[config.mk]
export PLATFORM = sky130hd
export DESIGN_NAME = dbi_idle_fsm
export DESIGN_NICKNAME = d
export VERILOG_FILES = /design/src/hw/dbi_pkg.sv /design/src/hw/dbi_idle_fsm.sv
export VERILOG_INCLUDE_DIRS = /design/src /design/src/hw
export SDC_FILE = /design/constraint.sdc
export NUM_CORES = 1
export LEC_CHECK = 0
export ABC_AREA = 1
export BUFFER_PORTS_ARGS = -buffer_cell sky130_fd_sc_hd__buf_2
export CORE_UTILIZATION = 55
export DETAILED_ROUTE_END_ITERATION = 8
export PLACE_DENSITY = 0.83
export SETUP_SLACK_MARGIN = 0.02
export SYNTH_ARGS = -nofsm -noshare
export SYNTH_HDL_FRONTEND = slang
export SYNTH_SLANG_ARGS = --single-unit
[constraint.sdc]
create_clock -name sys_clk_i -period 2.4 [get_ports sys_clk_i]
set_input_delay 0.72 -clock sys_clk_i [delete_from_list [all_inputs] [get_ports sys_clk_i]]
set_output_delay 0.72 -clock sys_clk_i [all_outputs]
set_load 0.02 [all_outputs]
[src/hw/dbi_params.svh]
// constants for the device bus idle state machine: register offsets, field positions,
// reset values and timing counts; assumes a 100 MHz system clock
`ifndef DBI_PARAMS_SVH
`define DBI_PARAMS_SVH

// system clock
`define DBI_CLK_HZ 32'd100_000_000
`define DBI_CLK_NS 10

// most time allowed for any interrupt line change after a strobe negation
`define DBI_INTRQ_MAX_NS 400
`define DBI_INTRQ_CYC (`DBI_INTRQ_MAX_NS / `DBI_CLK_NS)

// most time allowed after reset for ready, and for diagnostic pin release
`define DBI_DRDY_MAX_S 32'd30
`define DBI_DIAG_MAX_S 32'd31
`define DBI_DRDY_CYC (`DBI_DRDY_MAX_S * `DBI_CLK_HZ)
`define DBI_DIAG_CYC (`DBI_DIAG_MAX_S * `DBI_CLK_HZ)

// parallel port register addresses {control block, 3-bit offset}
`define DBI_PA_STATUS 4'h7
`define DBI_PA_COMMAND 4'h7
`define DBI_PA_DEVICE 4'h6
`define DBI_PA_DEVCTL 4'hE

// bit positions in the parallel port data
`define DBI_DEV_BIT 4
`define DBI_NIEN_BIT 1
`define DBI_SRST_BIT 2

// software register byte offsets on the system bus
`define DBI_OFS_CTRL 8'h00
`define DBI_OFS_STAT 8'h04
`define DBI_OFS_TAG 8'h08
`define DBI_OFS_OPS 8'h0C

// control register fields
`define DBI_CTRL_DEV1 0
`define DBI_CTRL_PACKET 1
`define DBI_CTRL_READY 2

// opcode register reset value: {queued write, queued read, service}
`define DBI_OPS_RST 32'h0003_0201

`endif

[src/hw/dbi_pkg.sv]
// types shared by the device bus idle state machine and its surroundings
package dbi_pkg;

   typedef enum logic [3:0] {
      ST_SI, ST_S, ST_NS, ST_SIR, ST_SR, ST_SIS, ST_SS, ST_NSO, ST_CMD
   } dbi_state_e;

   // completion report from the command protocol engine
   typedef struct packed {
      logic valid;
      logic rel;
      logic serv;
      logic set_ipend;
   } dbi_done_s;

   // hand-off to the command protocol engine
   typedef struct packed {
      logic start;
      logic abort;
      logic service;
      logic [7:0] opcode;
   } dbi_cmd_s;

endpackage

[src/hw/dbi_idle_fsm.sv]
// device side bus idle state machine with overlapped and queued idle states
// assumes host strobes arrive on pins, a command protocol engine reports completion,
// and software reaches the control registers over AHB-Lite with this as the only slave
//
// Notes on behaviour
// - interrupt-asserted selected idle: BSY, DRQ low, INTRQ high; non-status reads ignored
// - command write there clears pending, drops INTRQ, frees PDIAG-/DASP-, starts command
// - status read or nIEN set there clears INTRQ and moves to selected idle
// - self-select or writes other than command, deselect or device control keep the interrupt-asserted state
// - selecting the other device releases INTRQ and enters not-selected idle
// - selected idle holds BSY, DRQ, INTRQ low; device 0 enters it after reset
// - non-packet device sets DRDY within 30 s after reset; packet device never
// - command write in selected idle ends pending, frees PDIAG-, starts command
// - selected idle stays on other writes, goes not-selected when other device chosen
// - not-selected idle holds BSY, DRQ low, INTRQ released; device 1 enters it
// - non-packet device releases DASP- and PDIAG- within 31 s after reset
// - reselection asserts INTRQ if pending and enabled, else selected idle
// - released overlapped command with pending interrupt: INTRQ high, BSY, DRQ low
// - command write in released interrupt state clears pending and starts command
// - with a queue, non-queued commands abort the queue and report aborted
// - status read in released interrupt state clears INTRQ, goes released negated
// - deselection in released interrupt state releases INTRQ, leaves selection
// - ready to continue in released interrupt state moves to service interrupt state
// - released negated state: outputs low; command starts, deselect to overlapped idle
// - ready to continue from released negated goes service state, INTRQ per nIEN
// - status read in service interrupt state clears INTRQ, goes service negated
// - service command loads the serviced tag, drops INTRQ, resumes that command
// - deselection with release or service pending enters not-selected overlapped idle
`timescale 1ns/1ps
`default_nettype none
`include "dbi_params.svh"

module dbi_idle_fsm
   import dbi_pkg::*;
#(
   parameter logic [31:0] DRDY_CYC = `DBI_DRDY_CYC,
   parameter logic [31:0] DIAG_CYC = `DBI_DIAG_CYC
)
(
   // clock and reset
   input wire logic sys_clk_i,
   input wire logic sys_rst_i,
   // parallel host port
   input wire logic dior_n_i,
   input wire logic diow_n_i,
   input wire logic [3:0] host_addr_i,
   input wire logic [7:0] host_wdata_i,
   // open-drain and tristate pins
   output logic intrq_o,
   output logic intrq_oe_o,
   output logic pdiag_n_o,
   output logic pdiag_n_oe_o,
   output logic dasp_n_o,
   output logic dasp_n_oe_o,
   // status bits toward the status register path
   output logic bsy_o,
   output logic drq_o,
   output logic drdy_o,
   output logic [7:0] tag_o,
   // command protocol engine
   input wire dbi_done_s done_i,
   output dbi_cmd_s cmd_o,
   // AHB-Lite slave
   input wire logic hsel_i,
   input wire logic [31:0] haddr_i,
   input wire logic [1:0] htrans_i,
   input wire logic hwrite_i,
   input wire logic [2:0] hsize_i,
   input wire logic [31:0] hwdata_i,
   input wire logic hready_i,
   output logic hreadyout_o,
   output logic hresp_o,
   output logic [31:0] hrdata_o
);

   localparam int INTRQ_MAX = `DBI_INTRQ_CYC;

   dbi_state_e state_r, state_nxt;
   logic dior_s1_r, dior_s2_r, dior_s3_r;
   logic diow_s1_r, diow_s2_r, diow_s3_r;
   logic [11:0] rcap_r, wcap_r;
   logic r_ev, w_ev, r_status, w_cmd, w_dev, w_ctl;
   logic sel_me, sel_other, nien_set, irq_ok;
   logic nien_r, srst_r, ipend_r, svc_pend_r, q_active_r;
   logic dev1_r, packet_r, ready_pulse_r;
   logic [7:0] pend_tag_r;
   logic [23:0] ops_r;
   logic [31:0] start_cnt_r;
   logic drdy_r, diag_drv_r, dasp_drv_r;
   logic soft_rst;
   logic cmd_abort, cmd_service;
   logic ahb_wr_r, ahb_rd_r;
   logic [7:0] ahb_addr_r;

   function automatic logic asserted_state(input dbi_state_e s);
      return (s == ST_SI) || (s == ST_SIR) || (s == ST_SIS);
   endfunction

   function automatic logic selected_state(input dbi_state_e s);
      return (s != ST_NS) && (s != ST_NSO);
   endfunction

   function automatic dbi_state_e done_target(input logic rel, input logic serv, input logic irq);
      if (serv)
         return irq ? ST_SIS : ST_SS;
      else if (rel)
         return irq ? ST_SIR : ST_SR;
      else
         return irq ? ST_SI : ST_S;
   endfunction

   // strobe synchronisers; only the second stage and later feed decisions
   always_ff @(posedge sys_clk_i)
   begin
      if (sys_rst_i)
      begin
         dior_s1_r <= 1'b1;
         dior_s2_r <= 1'b1;
         dior_s3_r <= 1'b1;
         diow_s1_r <= 1'b1;
         diow_s2_r <= 1'b1;
         diow_s3_r <= 1'b1;
      end
      else
      begin
         dior_s1_r <= dior_n_i;
         dior_s2_r <= dior_s1_r;
         dior_s3_r <= dior_s2_r;
         diow_s1_r <= diow_n_i;
         diow_s2_r <= diow_s1_r;
         diow_s3_r <= diow_s2_r;
      end
   end

   // address and data are held by the host for the whole strobe, so keep the last low sample
   always_ff @(posedge sys_clk_i)
   begin
      if (sys_rst_i)
      begin
         rcap_r <= 12'h000;
         wcap_r <= 12'h000;
      end
      else
      begin
         if (!dior_n_i)
            rcap_r <= {host_addr_i, host_wdata_i};
         if (!diow_n_i)
            wcap_r <= {host_addr_i, host_wdata_i};
      end
   end

   // negation edges, two cycles after the pin, far inside the 400 ns window
   assign r_ev = dior_s2_r && !dior_s3_r;
   assign w_ev = diow_s2_r && !diow_s3_r;
   assign r_status = r_ev && (rcap_r[11:8] == `DBI_PA_STATUS);
   assign w_cmd = w_ev && (wcap_r[11:8] == `DBI_PA_COMMAND);
   assign w_dev = w_ev && (wcap_r[11:8] == `DBI_PA_DEVICE);
   assign w_ctl = w_ev && (wcap_r[11:8] == `DBI_PA_DEVCTL);
   assign sel_me = w_dev && (wcap_r[`DBI_DEV_BIT] == dev1_r);
   assign sel_other = w_dev && (wcap_r[`DBI_DEV_BIT] != dev1_r);
   assign nien_set = w_ctl && wcap_r[`DBI_NIEN_BIT];
   assign soft_rst = w_ctl && wcap_r[`DBI_SRST_BIT] && !srst_r;
   assign irq_ok = ipend_r && !nien_r;
   assign cmd_service = wcap_r[7:0] == ops_r[7:0];
   // with a queue only queued commands and service are legal
   assign cmd_abort = q_active_r && !cmd_service && (wcap_r[7:0] != ops_r[15:8]) &&
      (wcap_r[7:0] != ops_r[23:16]);

   // device control: nIEN is shared by both devices, so it is taken regardless of selection
   always_ff @(posedge sys_clk_i)
   begin
      if (sys_rst_i)
      begin
         nien_r <= 1'b0;
         srst_r <= 1'b0;
      end
      else if (w_ctl)
      begin
         nien_r <= wcap_r[`DBI_NIEN_BIT];
         srst_r <= wcap_r[`DBI_SRST_BIT];
      end
   end

   // main state machine; status reads of other registers never reach it
   always_comb
   begin
      state_nxt = state_r;
      unique case (state_r)
         ST_SI:
         begin
            if (w_cmd)
               state_nxt = ST_CMD;
            else if (sel_other)
               state_nxt = ST_NS;
            else if (r_status || nien_set)
               state_nxt = ST_S;
         end
         ST_S:
         begin
            if (w_cmd)
               state_nxt = ST_CMD;
            else if (sel_other)
               state_nxt = ST_NS;
         end
         ST_NS:
         begin
            if (sel_me)
               state_nxt = irq_ok ? ST_SI : ST_S;
         end
         ST_SIR:
         begin
            if (w_cmd)
               state_nxt = ST_CMD;
            else if (sel_other)
               state_nxt = ST_NSO;
            else if (ready_pulse_r)
               state_nxt = ST_SIS;
            else if (r_status || nien_set)
               state_nxt = ST_SR;
         end
         ST_SR:
         begin
            if (w_cmd)
               state_nxt = ST_CMD;
            else if (sel_other)
               state_nxt = ST_NSO;
            else if (ready_pulse_r)
               state_nxt = nien_r ? ST_SS : ST_SIS;
         end
         ST_SIS:
         begin
            if (w_cmd)
               state_nxt = ST_CMD;
            else if (sel_other)
               state_nxt = ST_NSO;
            else if (r_status || nien_set)
               state_nxt = ST_SS;
         end
         ST_SS:
         begin
            if (w_cmd)
               state_nxt = ST_CMD;
            else if (sel_other)
               state_nxt = ST_NSO;
         end
         ST_NSO:
         begin
            if (sel_me)
               state_nxt = done_target(1'b1, svc_pend_r, irq_ok);
         end
         ST_CMD:
         begin
            if (done_i.valid)
               state_nxt = done_target(done_i.rel, done_i.serv, done_i.set_ipend && !nien_r);
         end
      endcase
   end

   // resets leave device 0 selected and device 1 deselected
   always_ff @(posedge sys_clk_i)
   begin
      if (sys_rst_i)
         state_r <= ST_S;
      else if (soft_rst)
         state_r <= dev1_r ? ST_NS : ST_S;
      else
         state_r <= state_nxt;
   end

   // interrupt pending: a setting event wins over a clear in the same cycle
   always_ff @(posedge sys_clk_i)
   begin
      if (sys_rst_i || soft_rst)
         ipend_r <= 1'b0;
      else if ((state_r == ST_CMD) && done_i.valid && done_i.set_ipend)
         ipend_r <= 1'b1;
      else if ((state_r == ST_SR) && ready_pulse_r && !nien_r)
         ipend_r <= 1'b1;
      else if (w_cmd && selected_state(state_r))
         ipend_r <= 1'b0;
      else if (r_status && asserted_state(state_r))
         ipend_r <= 1'b0;
   end

   // service and queue bookkeeping for reselection and command screening
   always_ff @(posedge sys_clk_i)
   begin
      if (sys_rst_i || soft_rst)
      begin
         svc_pend_r <= 1'b0;
         q_active_r <= 1'b0;
      end
      else
      begin
         if (state_nxt == ST_SIS || state_nxt == ST_SS)
            svc_pend_r <= 1'b1;
         else if (state_nxt == ST_CMD)
            svc_pend_r <= 1'b0;
         if ((state_r == ST_CMD) && done_i.valid)
            q_active_r <= done_i.rel || done_i.serv;
         else if (w_cmd && selected_state(state_r) && cmd_abort)
            q_active_r <= 1'b0;
      end
   end

   // command hand-off and serviced tag
   always_ff @(posedge sys_clk_i)
   begin
      if (sys_rst_i)
      begin
         cmd_o <= '0;
         tag_o <= 8'h00;
      end
      else
      begin
         cmd_o.start <= w_cmd && selected_state(state_r) && !soft_rst;
         if (w_cmd && selected_state(state_r))
         begin
            cmd_o.opcode <= wcap_r[7:0];
            cmd_o.abort <= cmd_abort;
            cmd_o.service <= cmd_service;
            if (cmd_service && (state_r == ST_SIS || state_r == ST_SS))
               tag_o <= pend_tag_r;
         end
      end
   end

   // pin and status outputs follow the next state so they move with it
   always_ff @(posedge sys_clk_i)
   begin
      if (sys_rst_i)
      begin
         intrq_o <= 1'b0;
         intrq_oe_o <= 1'b0;
         bsy_o <= 1'b0;
      end
      else
      begin
         intrq_o <= asserted_state(state_nxt) && !soft_rst;
         intrq_oe_o <= selected_state(state_nxt) && !nien_r && !soft_rst;
         bsy_o <= (state_nxt == ST_CMD) && !soft_rst;
      end
   end

   // DRQ belongs to the data protocols, never to the idle states
   assign drq_o = 1'b0;

   // startup: drdy and diagnostic pin release after reset, each bounded by its limit
   always_ff @(posedge sys_clk_i)
   begin
      if (sys_rst_i || soft_rst)
      begin
         start_cnt_r <= 32'h0000_0000;
         drdy_r <= 1'b0;
         diag_drv_r <= 1'b1;
         dasp_drv_r <= 1'b1;
      end
      else
      begin
         if (start_cnt_r != DIAG_CYC)
            start_cnt_r <= start_cnt_r + 32'h0000_0001;
         if (start_cnt_r == DRDY_CYC - 32'h0000_0001 && !packet_r)
            drdy_r <= 1'b1;
         if (start_cnt_r == DIAG_CYC - 32'h0000_0001)
         begin
            diag_drv_r <= 1'b0;
            dasp_drv_r <= 1'b0;
         end
         if (w_cmd && selected_state(state_r))
         begin
            diag_drv_r <= 1'b0;
            if (state_r == ST_SI)
               dasp_drv_r <= 1'b0;
         end
      end
   end

   assign drdy_o = drdy_r;
   assign pdiag_n_o = 1'b0;
   assign pdiag_n_oe_o = diag_drv_r;
   assign dasp_n_o = 1'b0;
   assign dasp_n_oe_o = dasp_drv_r;

   // AHB-Lite slave: zero wait states, always OKAY, unmapped reads as zero
   assign hreadyout_o = 1'b1;
   assign hresp_o = 1'b0;

   always_ff @(posedge sys_clk_i)
   begin
      if (sys_rst_i)
      begin
         ahb_wr_r <= 1'b0;
         ahb_rd_r <= 1'b0;
         ahb_addr_r <= 8'h00;
      end
      else if (hready_i)
      begin
         ahb_wr_r <= hsel_i && htrans_i[1] && hwrite_i;
         ahb_rd_r <= hsel_i && htrans_i[1] && !hwrite_i;
         ahb_addr_r <= haddr_i[7:0];
      end
   end

   always_ff @(posedge sys_clk_i)
   begin
      if (sys_rst_i)
      begin
         dev1_r <= 1'b0;
         packet_r <= 1'b0;
         ready_pulse_r <= 1'b0;
         pend_tag_r <= 8'h00;
         ops_r <= 24'(`DBI_OPS_RST);
      end
      else
      begin
         ready_pulse_r <= 1'b0;
         if (ahb_wr_r)
         begin
            unique case (ahb_addr_r)
               `DBI_OFS_CTRL:
               begin
                  dev1_r <= hwdata_i[`DBI_CTRL_DEV1];
                  packet_r <= hwdata_i[`DBI_CTRL_PACKET];
                  ready_pulse_r <= hwdata_i[`DBI_CTRL_READY];
               end
               `DBI_OFS_TAG: pend_tag_r <= hwdata_i[7:0];
               `DBI_OFS_OPS: ops_r <= hwdata_i[23:0];
               default: ;
            endcase
         end
      end
   end

   // read data is registered in the address phase and stands in the data phase
   always_ff @(posedge sys_clk_i)
   begin
      if (sys_rst_i)
         hrdata_o <= 32'h0000_0000;
      else if (hready_i && hsel_i && htrans_i[1] && !hwrite_i)
      begin
         unique case (haddr_i[7:0])
            `DBI_OFS_CTRL: hrdata_o <= {30'h0000_0000, packet_r, dev1_r};
            `DBI_OFS_STAT: hrdata_o <= {20'h0_0000, dasp_drv_r, diag_drv_r, q_active_r, intrq_o,
               drdy_r, nien_r, ipend_r, svc_pend_r, state_r};
            `DBI_OFS_TAG: hrdata_o <= {16'h0000, tag_o, pend_tag_r};
            `DBI_OFS_OPS: hrdata_o <= {8'h00, ops_r};
            default: hrdata_o <= 32'h0000_0000;
         endcase
      end
   end
endmodule
`default_nettype wire

==> results of run 1 <==
==> registers in the layout, indices dropped and copies added (netlist names), 4 cells and up <==
signal       flops
start_cnt_r     32
hrdata_o        24
ops_r           24
wcap_r          12
cmd_o           11
ahb_addr_r       8
pend_tag_r       8
tag_o            8
rcap_r           4
state_r          4
==> through the flow <==
step	instance area [µm²]	total power, mW	util (%)	cells
final	8670	5.75	65.7	1316
after global routing	8670	5.91	65.7	1316
after CTS	8670	5.76	65.7	1316
after detailed placement	8060	3.01	61.1	1284
after global placement	8060	3.00	61.1	1284
after floorplan	7460	2.91	-	1036
==> power groups by stage <==
stage | logic [mW] | clock network (mW) | registers [mW]
after floorplan | 0.200 | 0 | 2.71
after detailed placement | 0.287 | 0 | 2.72
final | 0.294 | 2.79 | 2.66
after global placement | 0.281 | 0 | 2.72
after CTS | 0.291 | 2.81 | 2.66
after global routing | 0.327 | 2.92 | 2.67
==> Yosys cell counts, types with 2 or more instances <==
| library cell | instances |
|---|---|
| nor3_4 | 2 |
| dfxtp_1 | 156 |
| nand2_4 | 2 |
| o211ai_1 | 12 |
| nand4_2 | 2 |
| nand3_2 | 5 |
| ha_1 | 5 |
| o2111ai_1 | 2 |
| nor3b_1 | 2 |
| nor2_4 | 7 |
| a21oi_1 | 97 |
| nor2_2 | 9 |
| clkbuf_1 | 26 |
| and3_1 | 2 |
| inv_1 | 99 |
| nand4_1 | 17 |
| inv_2 | 11 |
| o221ai_1 | 2 |
| conb_1 | 2 |
| xor2_1 | 16 |
| nand3_1 | 41 |
| or2_2 | 9 |
| nor3_2 | 7 |
| a31oi_1 | 2 |
| nand3b_1 | 2 |
| o21ai_1 | 5 |
| nand2_1 | 195 |
| nor3_1 | 22 |
| nand2_2 | 5 |
| nor2_1 | 116 |
| buf_2 | 5 |
| o21ai_0 | 93 |
| nor4_1 | 10 |
| buf_4 | 16 |
| xnor2_1 | 5 |
| buf_6 | 3 |
==> kinds of logic after synthesis <==
| kind of cell | after synthesis |
|---|---|
| adder cells (fa/ha/maj) | 5 |
| flip-flops | 156 |
| buffers and inverters | 162 |
| other | 2 |
| AND/OR/NAND/NOR | 460 |
| AO/OA/AOI/OAI | 219 |
| XOR/XNOR | 21 |
==> worst max-delay path, cell delays in order (launching register included) <==
cell and delay (ns):
dfxtp_1 0.40, ha_1 0.22, nand2_2 0.10, nor2_4 0.13
nand3_2 0.16, nor3_4 0.19, nand3_2 0.15, inv_2 0.09
nand3_2 0.09, nor2_2 0.17, inv_2 0.07, nor2_4 0.09
a21oi_1 0.07, o21a_1 0.11
==> worst paths after layout <==
kind	from	endpoint	slack, ns	cells after the start
worst max-delay path	start_cnt_r[0]	start_cnt_r[28]	0.27	13
worst min-delay path	dior_s1_r	dior_s2_r	0.41	1
worst max register to register	start_cnt_r[0]	start_cnt_r[28]	0.27	13
worst min register to register	dior_s1_r	dior_s2_r	0.41	1
==> cell type report <==
class / instances / area share [%]
flip-flops and latches: 156 / 36.0
repair buffers: 122 / 7.56
inverters: 112 / 4.88
multi-input cells: 718 / 42.0
clock buffers: 20 / 5.15
clock inverters: 12 / 1.88
well taps: 176 / 2.54
==> layer usage <==
layer / share of wire, % / vias to the layer above
met5: 0 / -
met1: 43 / 3342
met2: 47 / 307
met4: 2.6 / 0
met3: 7.4 / 52
li1: - / 3548
==> flow_metrics.py, run 1 <==
metrics = {
    "floorplan": {
        "initial_core_util_pct": 56.3,
        "die_w_um": 118,
        "die-area_um2": 14000,
        "io_pins": 154,
        "core-area_um2": 13200,
        "fp.dieH_um": 118,
        "row_count": 42,
    },
    "critical_path": {
        "cp_data_required_time_ns": 2.73,
        "crit_type": "register to register",
        "start_kind": "register",
        "crit_fanout": 5,
        "endpoint_kind": "register",
        "worstPathArrival_ns": 2.46,
    },
    "logic_synthesis": {
        "synth_seq_cells": 156,
        "ys_async_sr_fraction_pct": 0,
        "ys_types": 49,
        "yosysSeqAreaShare_pct": 42.1,
        "ys_warn_count": 0,
        "yosys.area.top_type": "dfxtp_1",
        "synth_edf_count": 0,
        "synth-xor-area-share_pct": 2.48,
        "synth_flop_cell": "dfxtp_1",
        "synth_area_leaders": "dfxtp_1 (42%), nand2_1 (9.9%), a21oi_1 (6.5%)",
        "synth-compound-area-share_pct": 15.6,
        "syn_area_per_cell_um2": 7.24,
        "synth_cells": 1025,
        "yosys.area_share.simple_pct": 29.4,
        "yosysTopAreaCellShare_pct": 42.1,
        "syn-cell-area_um2": 7420,
        "synth_adder_area_share_pct": 0.843,
        "synthMuxAreaShare_pct": 0,
        "synth_top_family_by_area": "simple AND/OR/NAND/NOR gates",
    },
    "clock_tree": {
        "cts_root_buf": "clkbuf_16",
        "htreeDepth": 4,
        "clk_pin_slew_ns": 0.06,
        "cts_hold_buf": 0,
        "clk_latency_ns": 0.43,
        "postCtsSetupRepairBufs": 0,
        "cts_buffers": 17,
        "cts_sinks": 156,
        "cts_tree": "yes",
        "cts_resized": 0,
        "clockBufferDepth": 2,
    },
    "cells_and_area": {
        "area_growth_pct": 16.8,
        "multi_input_area_um2": 3640,
        "diodes": 0,
        "layout-drive-gt1-share_pct": 18.9,
        "fin_nets": 1224,
        "num-fill-cells": 1151,
        "regArea_um2": 3120,
        "layout_commonest_cell": "nand2_1",
        "final_cell_mix": "nand2_1 (195), dfxtp_1 (156), nor2_1 (116), buf_2 (104), inv_1 (98)",
    },
    "power": {
        "power.internal_mw": 4.41,
        "power.leakage_nw": 3.78,
        "powerDensity_nw_per_um2": 663,
        "clockPowerShare_pct": 48.6,
        "p_sw_mw": 1.34,
        "combPwrFrac_pct": 5.1,
        "switching_share_pct": 23.4,
        "power_frac_seq_pct": 46.3,
        "ir_drop_mv": 0.480,
    },
    "sta": {
        "fin_skew_ns": 0.0102,
        "setup_tns_ns": 0,
        "hold_ws_ns": 0.413,
        "slew_headroom_pct": 44.6,
        "maxSlewViolCount": 0,
        "period_needed_ns": 2.13,
        "fin_crit_sh_pct": 88.9,
        "fin_ws_ns": 0.266,
        "rsz0062_at_grt": "false",
        "fmax_ghz": 0.469,
        "finalHoldViolations": 0,
        "setup_viol": 0,
        "worstMarginPinSlew_ns": 0.830,
    },
    "detailed_routing": {
        "drt_iter0_drc": 635,
        "drc": 0,
        "viasPerCell": 5.51,
        "ant_nets": 0,
        "vias": 7249,
        "wirelength_um": 19600,
        "drt-pass1-iter-count": 6,
        "wl_per_cell_um": 14.9,
    },
    "global_routing": {
        "antenna_found_initial": 0,
        "grt_pass1_vias": 6738,
        "use_met2_pct": 46.9,
        "grt_use_met3_pct": 6.18,
        "grt.total_usage_pct": 28.8,
        "grt_overflow": 0,
        "grt_util_met1_pct": 37.1,
        "grt_max_degree": 57,
        "top_usage_layer": "met2",
        "grt_pass1_wl_um": 31900,
    },
    "run_status": {
        "outcome": "complete, no violations",
    },
    "flow_run": {
        "maxCapViolCount": 0,
    },
    "worst_hold_path": {
        "hold_class": "register to register",
    },
    "place": {
        "place_ws_ns": 0.157,
        "io_buffers": 104,
        "dp_hpwl_um": 13900,
        "gp_congestion": 0.895,
    },
}
Power figures use the tool's default switching activity.
==> run 2: changes to the inputs <==
Settings changed: PLACE_DENSITY 0.83 to 0.78.
==> run 2 against run 1 <==
Net effect:
- wire length fell by 2.1%
- critical path type unchanged
- maximum frequency rose by 0.42%
- largest power group is now sequential cells
- largest cell class unchanged
- sequential share of layout area rose by 0.16 points
==> flow_metrics.py, run 2 (same netlist as run 1, synthesis figures left out) <==
metrics = {
    "floorplan": {
        "die-area_um2": 14000,
        "io_pins": 154,
        "die_w_um": 118,
        "row_count": 42,
        "fp.dieH_um": 118,
        "core-area_um2": 13200,
        "initial_core_util_pct": 56.3,
    },
    "critical_path": {
        "critical_path.top_delay_family": "simple AND/OR/NAND/NOR gates",
        "start_kind": "register",
        "crit_chain": "inv_1 > or2_2 > nand4_1 > nor4_1 > nand2_1 > nor2_4 > inv_2 > nor2_1 > nor2_1",
        "slowest_stage": "nor4_1",
        "timing.rr.start": "wcap_r[0]",
        "endpoint_kind": "register",
        "crit_top_cell": "nor2_1",
        "crit_type": "register to register",
        "cp_data_required_time_ns": 2.72,
        "worstPathArrival_ns": 2.45,
        "slowest_delay_ns": 0.42,
        "crit_buf_inv": 2,
        "crit_fanout": 10,
        "startpoint": "wcap_r[0]",
    },
    "detailed_routing": {
        "vias": 7116,
        "wl_per_cell_um": 14.6,
        "viasPerCell": 5.40,
        "wirelength_um": 19200,
        "drt_iter0_drc": 520,
        "drt-pass1-iter-count": 5,
        "ant_nets": 0,
        "drc": 0,
    },
    "sta": {
        "setup_tns_ns": 0,
        "fin_crit_sh_pct": 88.5,
        "finalHoldViolations": 0,
        "slew_headroom_pct": 46.9,
        "fin_skew_ns": 0.0166,
        "fmax_ghz": 0.471,
        "worstMarginPinSlew_ns": 0.796,
        "rsz0062_at_grt": "false",
        "setup_viol": 0,
        "maxSlewViolCount": 0,
        "hold_ws_ns": 0.430,
        "period_needed_ns": 2.12,
    },
    "place": {
        "io_buffers": 104,
        "dp_hpwl_um": 14200,
        "gp_congestion": 0.904,
    },
    "flow_run": {
        "maxCapViolCount": 0,
    },
    "clock_tree": {
        "clk_pin_slew_ns": 0.07,
        "htreeDepth": 4,
        "cts_buffers": 17,
        "postCtsSetupRepairBufs": 0,
        "cts_resized": 0,
        "cts_hold_buf": 0,
        "clockBufferDepth": 2,
        "clk_latency_ns": 0.44,
        "cts_sinks": 156,
        "cts_root_buf": "clkbuf_16",
        "cts_tree": "yes",
    },
    "cells_and_area": {
        "largest_register": "start_cnt_r",
        "multi_input_area_um2": 3640,
        "layout-drive-gt1-share_pct": 19.3,
        "fin_nets": 1225,
        "regArea_um2": 3120,
        "final_cell_mix": "nand2_1 (195), dfxtp_1 (155), nor2_1 (116), buf_2 (104), inv_1 (98)",
        "area_growth_pct": 16.4,
        "largest_registers": "start_cnt_r x32, hrdata_o x24, ops_r x24",
        "diodes": 0,
        "layout_commonest_cell": "nand2_1",
        "num-fill-cells": 1175,
        "largest_register_ffs": 32,
    },
    "global_routing": {
        "grt.total_usage_pct": 28.4,
        "grt_overflow": 0,
        "grt_pass1_wl_um": 31300,
        "grt_max_degree": 47,
        "grt_pass1_vias": 6529,
        "antenna_found_initial": 0,
    },
    "worst_hold_path": {
        "hp-start": "dior_s1_r",
        "hold_class": "register to register",
    },
    "power": {
        "p_sw_mw": 1.36,
        "power.leakage_nw": 3.76,
        "clockPowerShare_pct": 45.8,
        "switching_share_pct": 25.0,
        "powerDensity_nw_per_um2": 632,
        "power.internal_mw": 4.10,
        "power_frac_seq_pct": 48.7,
        "combPwrFrac_pct": 5.5,
        "ir_drop_mv": 0.470,
    },
    "run_status": {
        "outcome": "complete, no violations",
    },
}
[run 2: changes by cell type in the layout (fill, tap and decap cells not counted)]
cell,before,now
inv_6,2,3
bufinv_16,3,0
dfxtp_2,0,1
buf_12,0,1
clkinv_4,1,3
clkbuf_1,2,0
clkinvlp_4,4,6
dfxtp_1,156,155
[run 2: path summary, 6_finish.rpt]
path / endpoint / slack (ns) / cells past startpoint
worst min register to register: dior_s2_r / 0.43 / 1
worst min-delay path: dior_s2_r / 0.43 / 1
worst max register to register: tag_o[4] / 0.28 / 9
worst max-delay path: tag_o[4] / 0.28 / 9
[run 2: layout make-up]
type                    instances  share of cell area (%)
clock buffers                  18                    5.09
clock inverters                14                    1.32
inverters                     112                    4.90
multi-input cells             718                    42.1
flip-flops and latches        156                    36.2
well taps                     176                    2.55
repair buffers                123                    7.82
[run 2: metal layers]
layer / up-vias / share of wire, % / GRT usage [%]
li1: 3555 / - / -
met4: 0 / 1.4 / 9.13
met2: 230 / 48 / 46.5
met3: 25 / 6.4 / 5.79
met5: - / 0 / 0
met1: 3306 / 45 / 37.5
[run 2: through the flow]
stage	total power [mW]	instances	util [%]	area (µm²)	setup WS, ns
after floorplan	2.91	1036	-	7460	0.444
after global placement	3.00	1285	61.3	8080	0.169
after detailed placement	3.01	1285	61.3	8080	0.157
after CTS	5.48	1317	65.5	8630	0.289
after global routing	5.64	1317	65.5	8630	0.0384
final	5.46	1317	65.5	8630	0.275
[run 2: power by group through the flow]
stage,Clock (mW),Sequential (mW),Combinational (mW)
6_report,2.50,2.66,0.298
5_1_grt,2.64,2.66,0.330
4_1_cts,2.53,2.66,0.295
3_5_place_dp,0,2.72,0.292
3_3_place_gp,0,2.72,0.286
2_1_floorplan,0,2.71,0.200
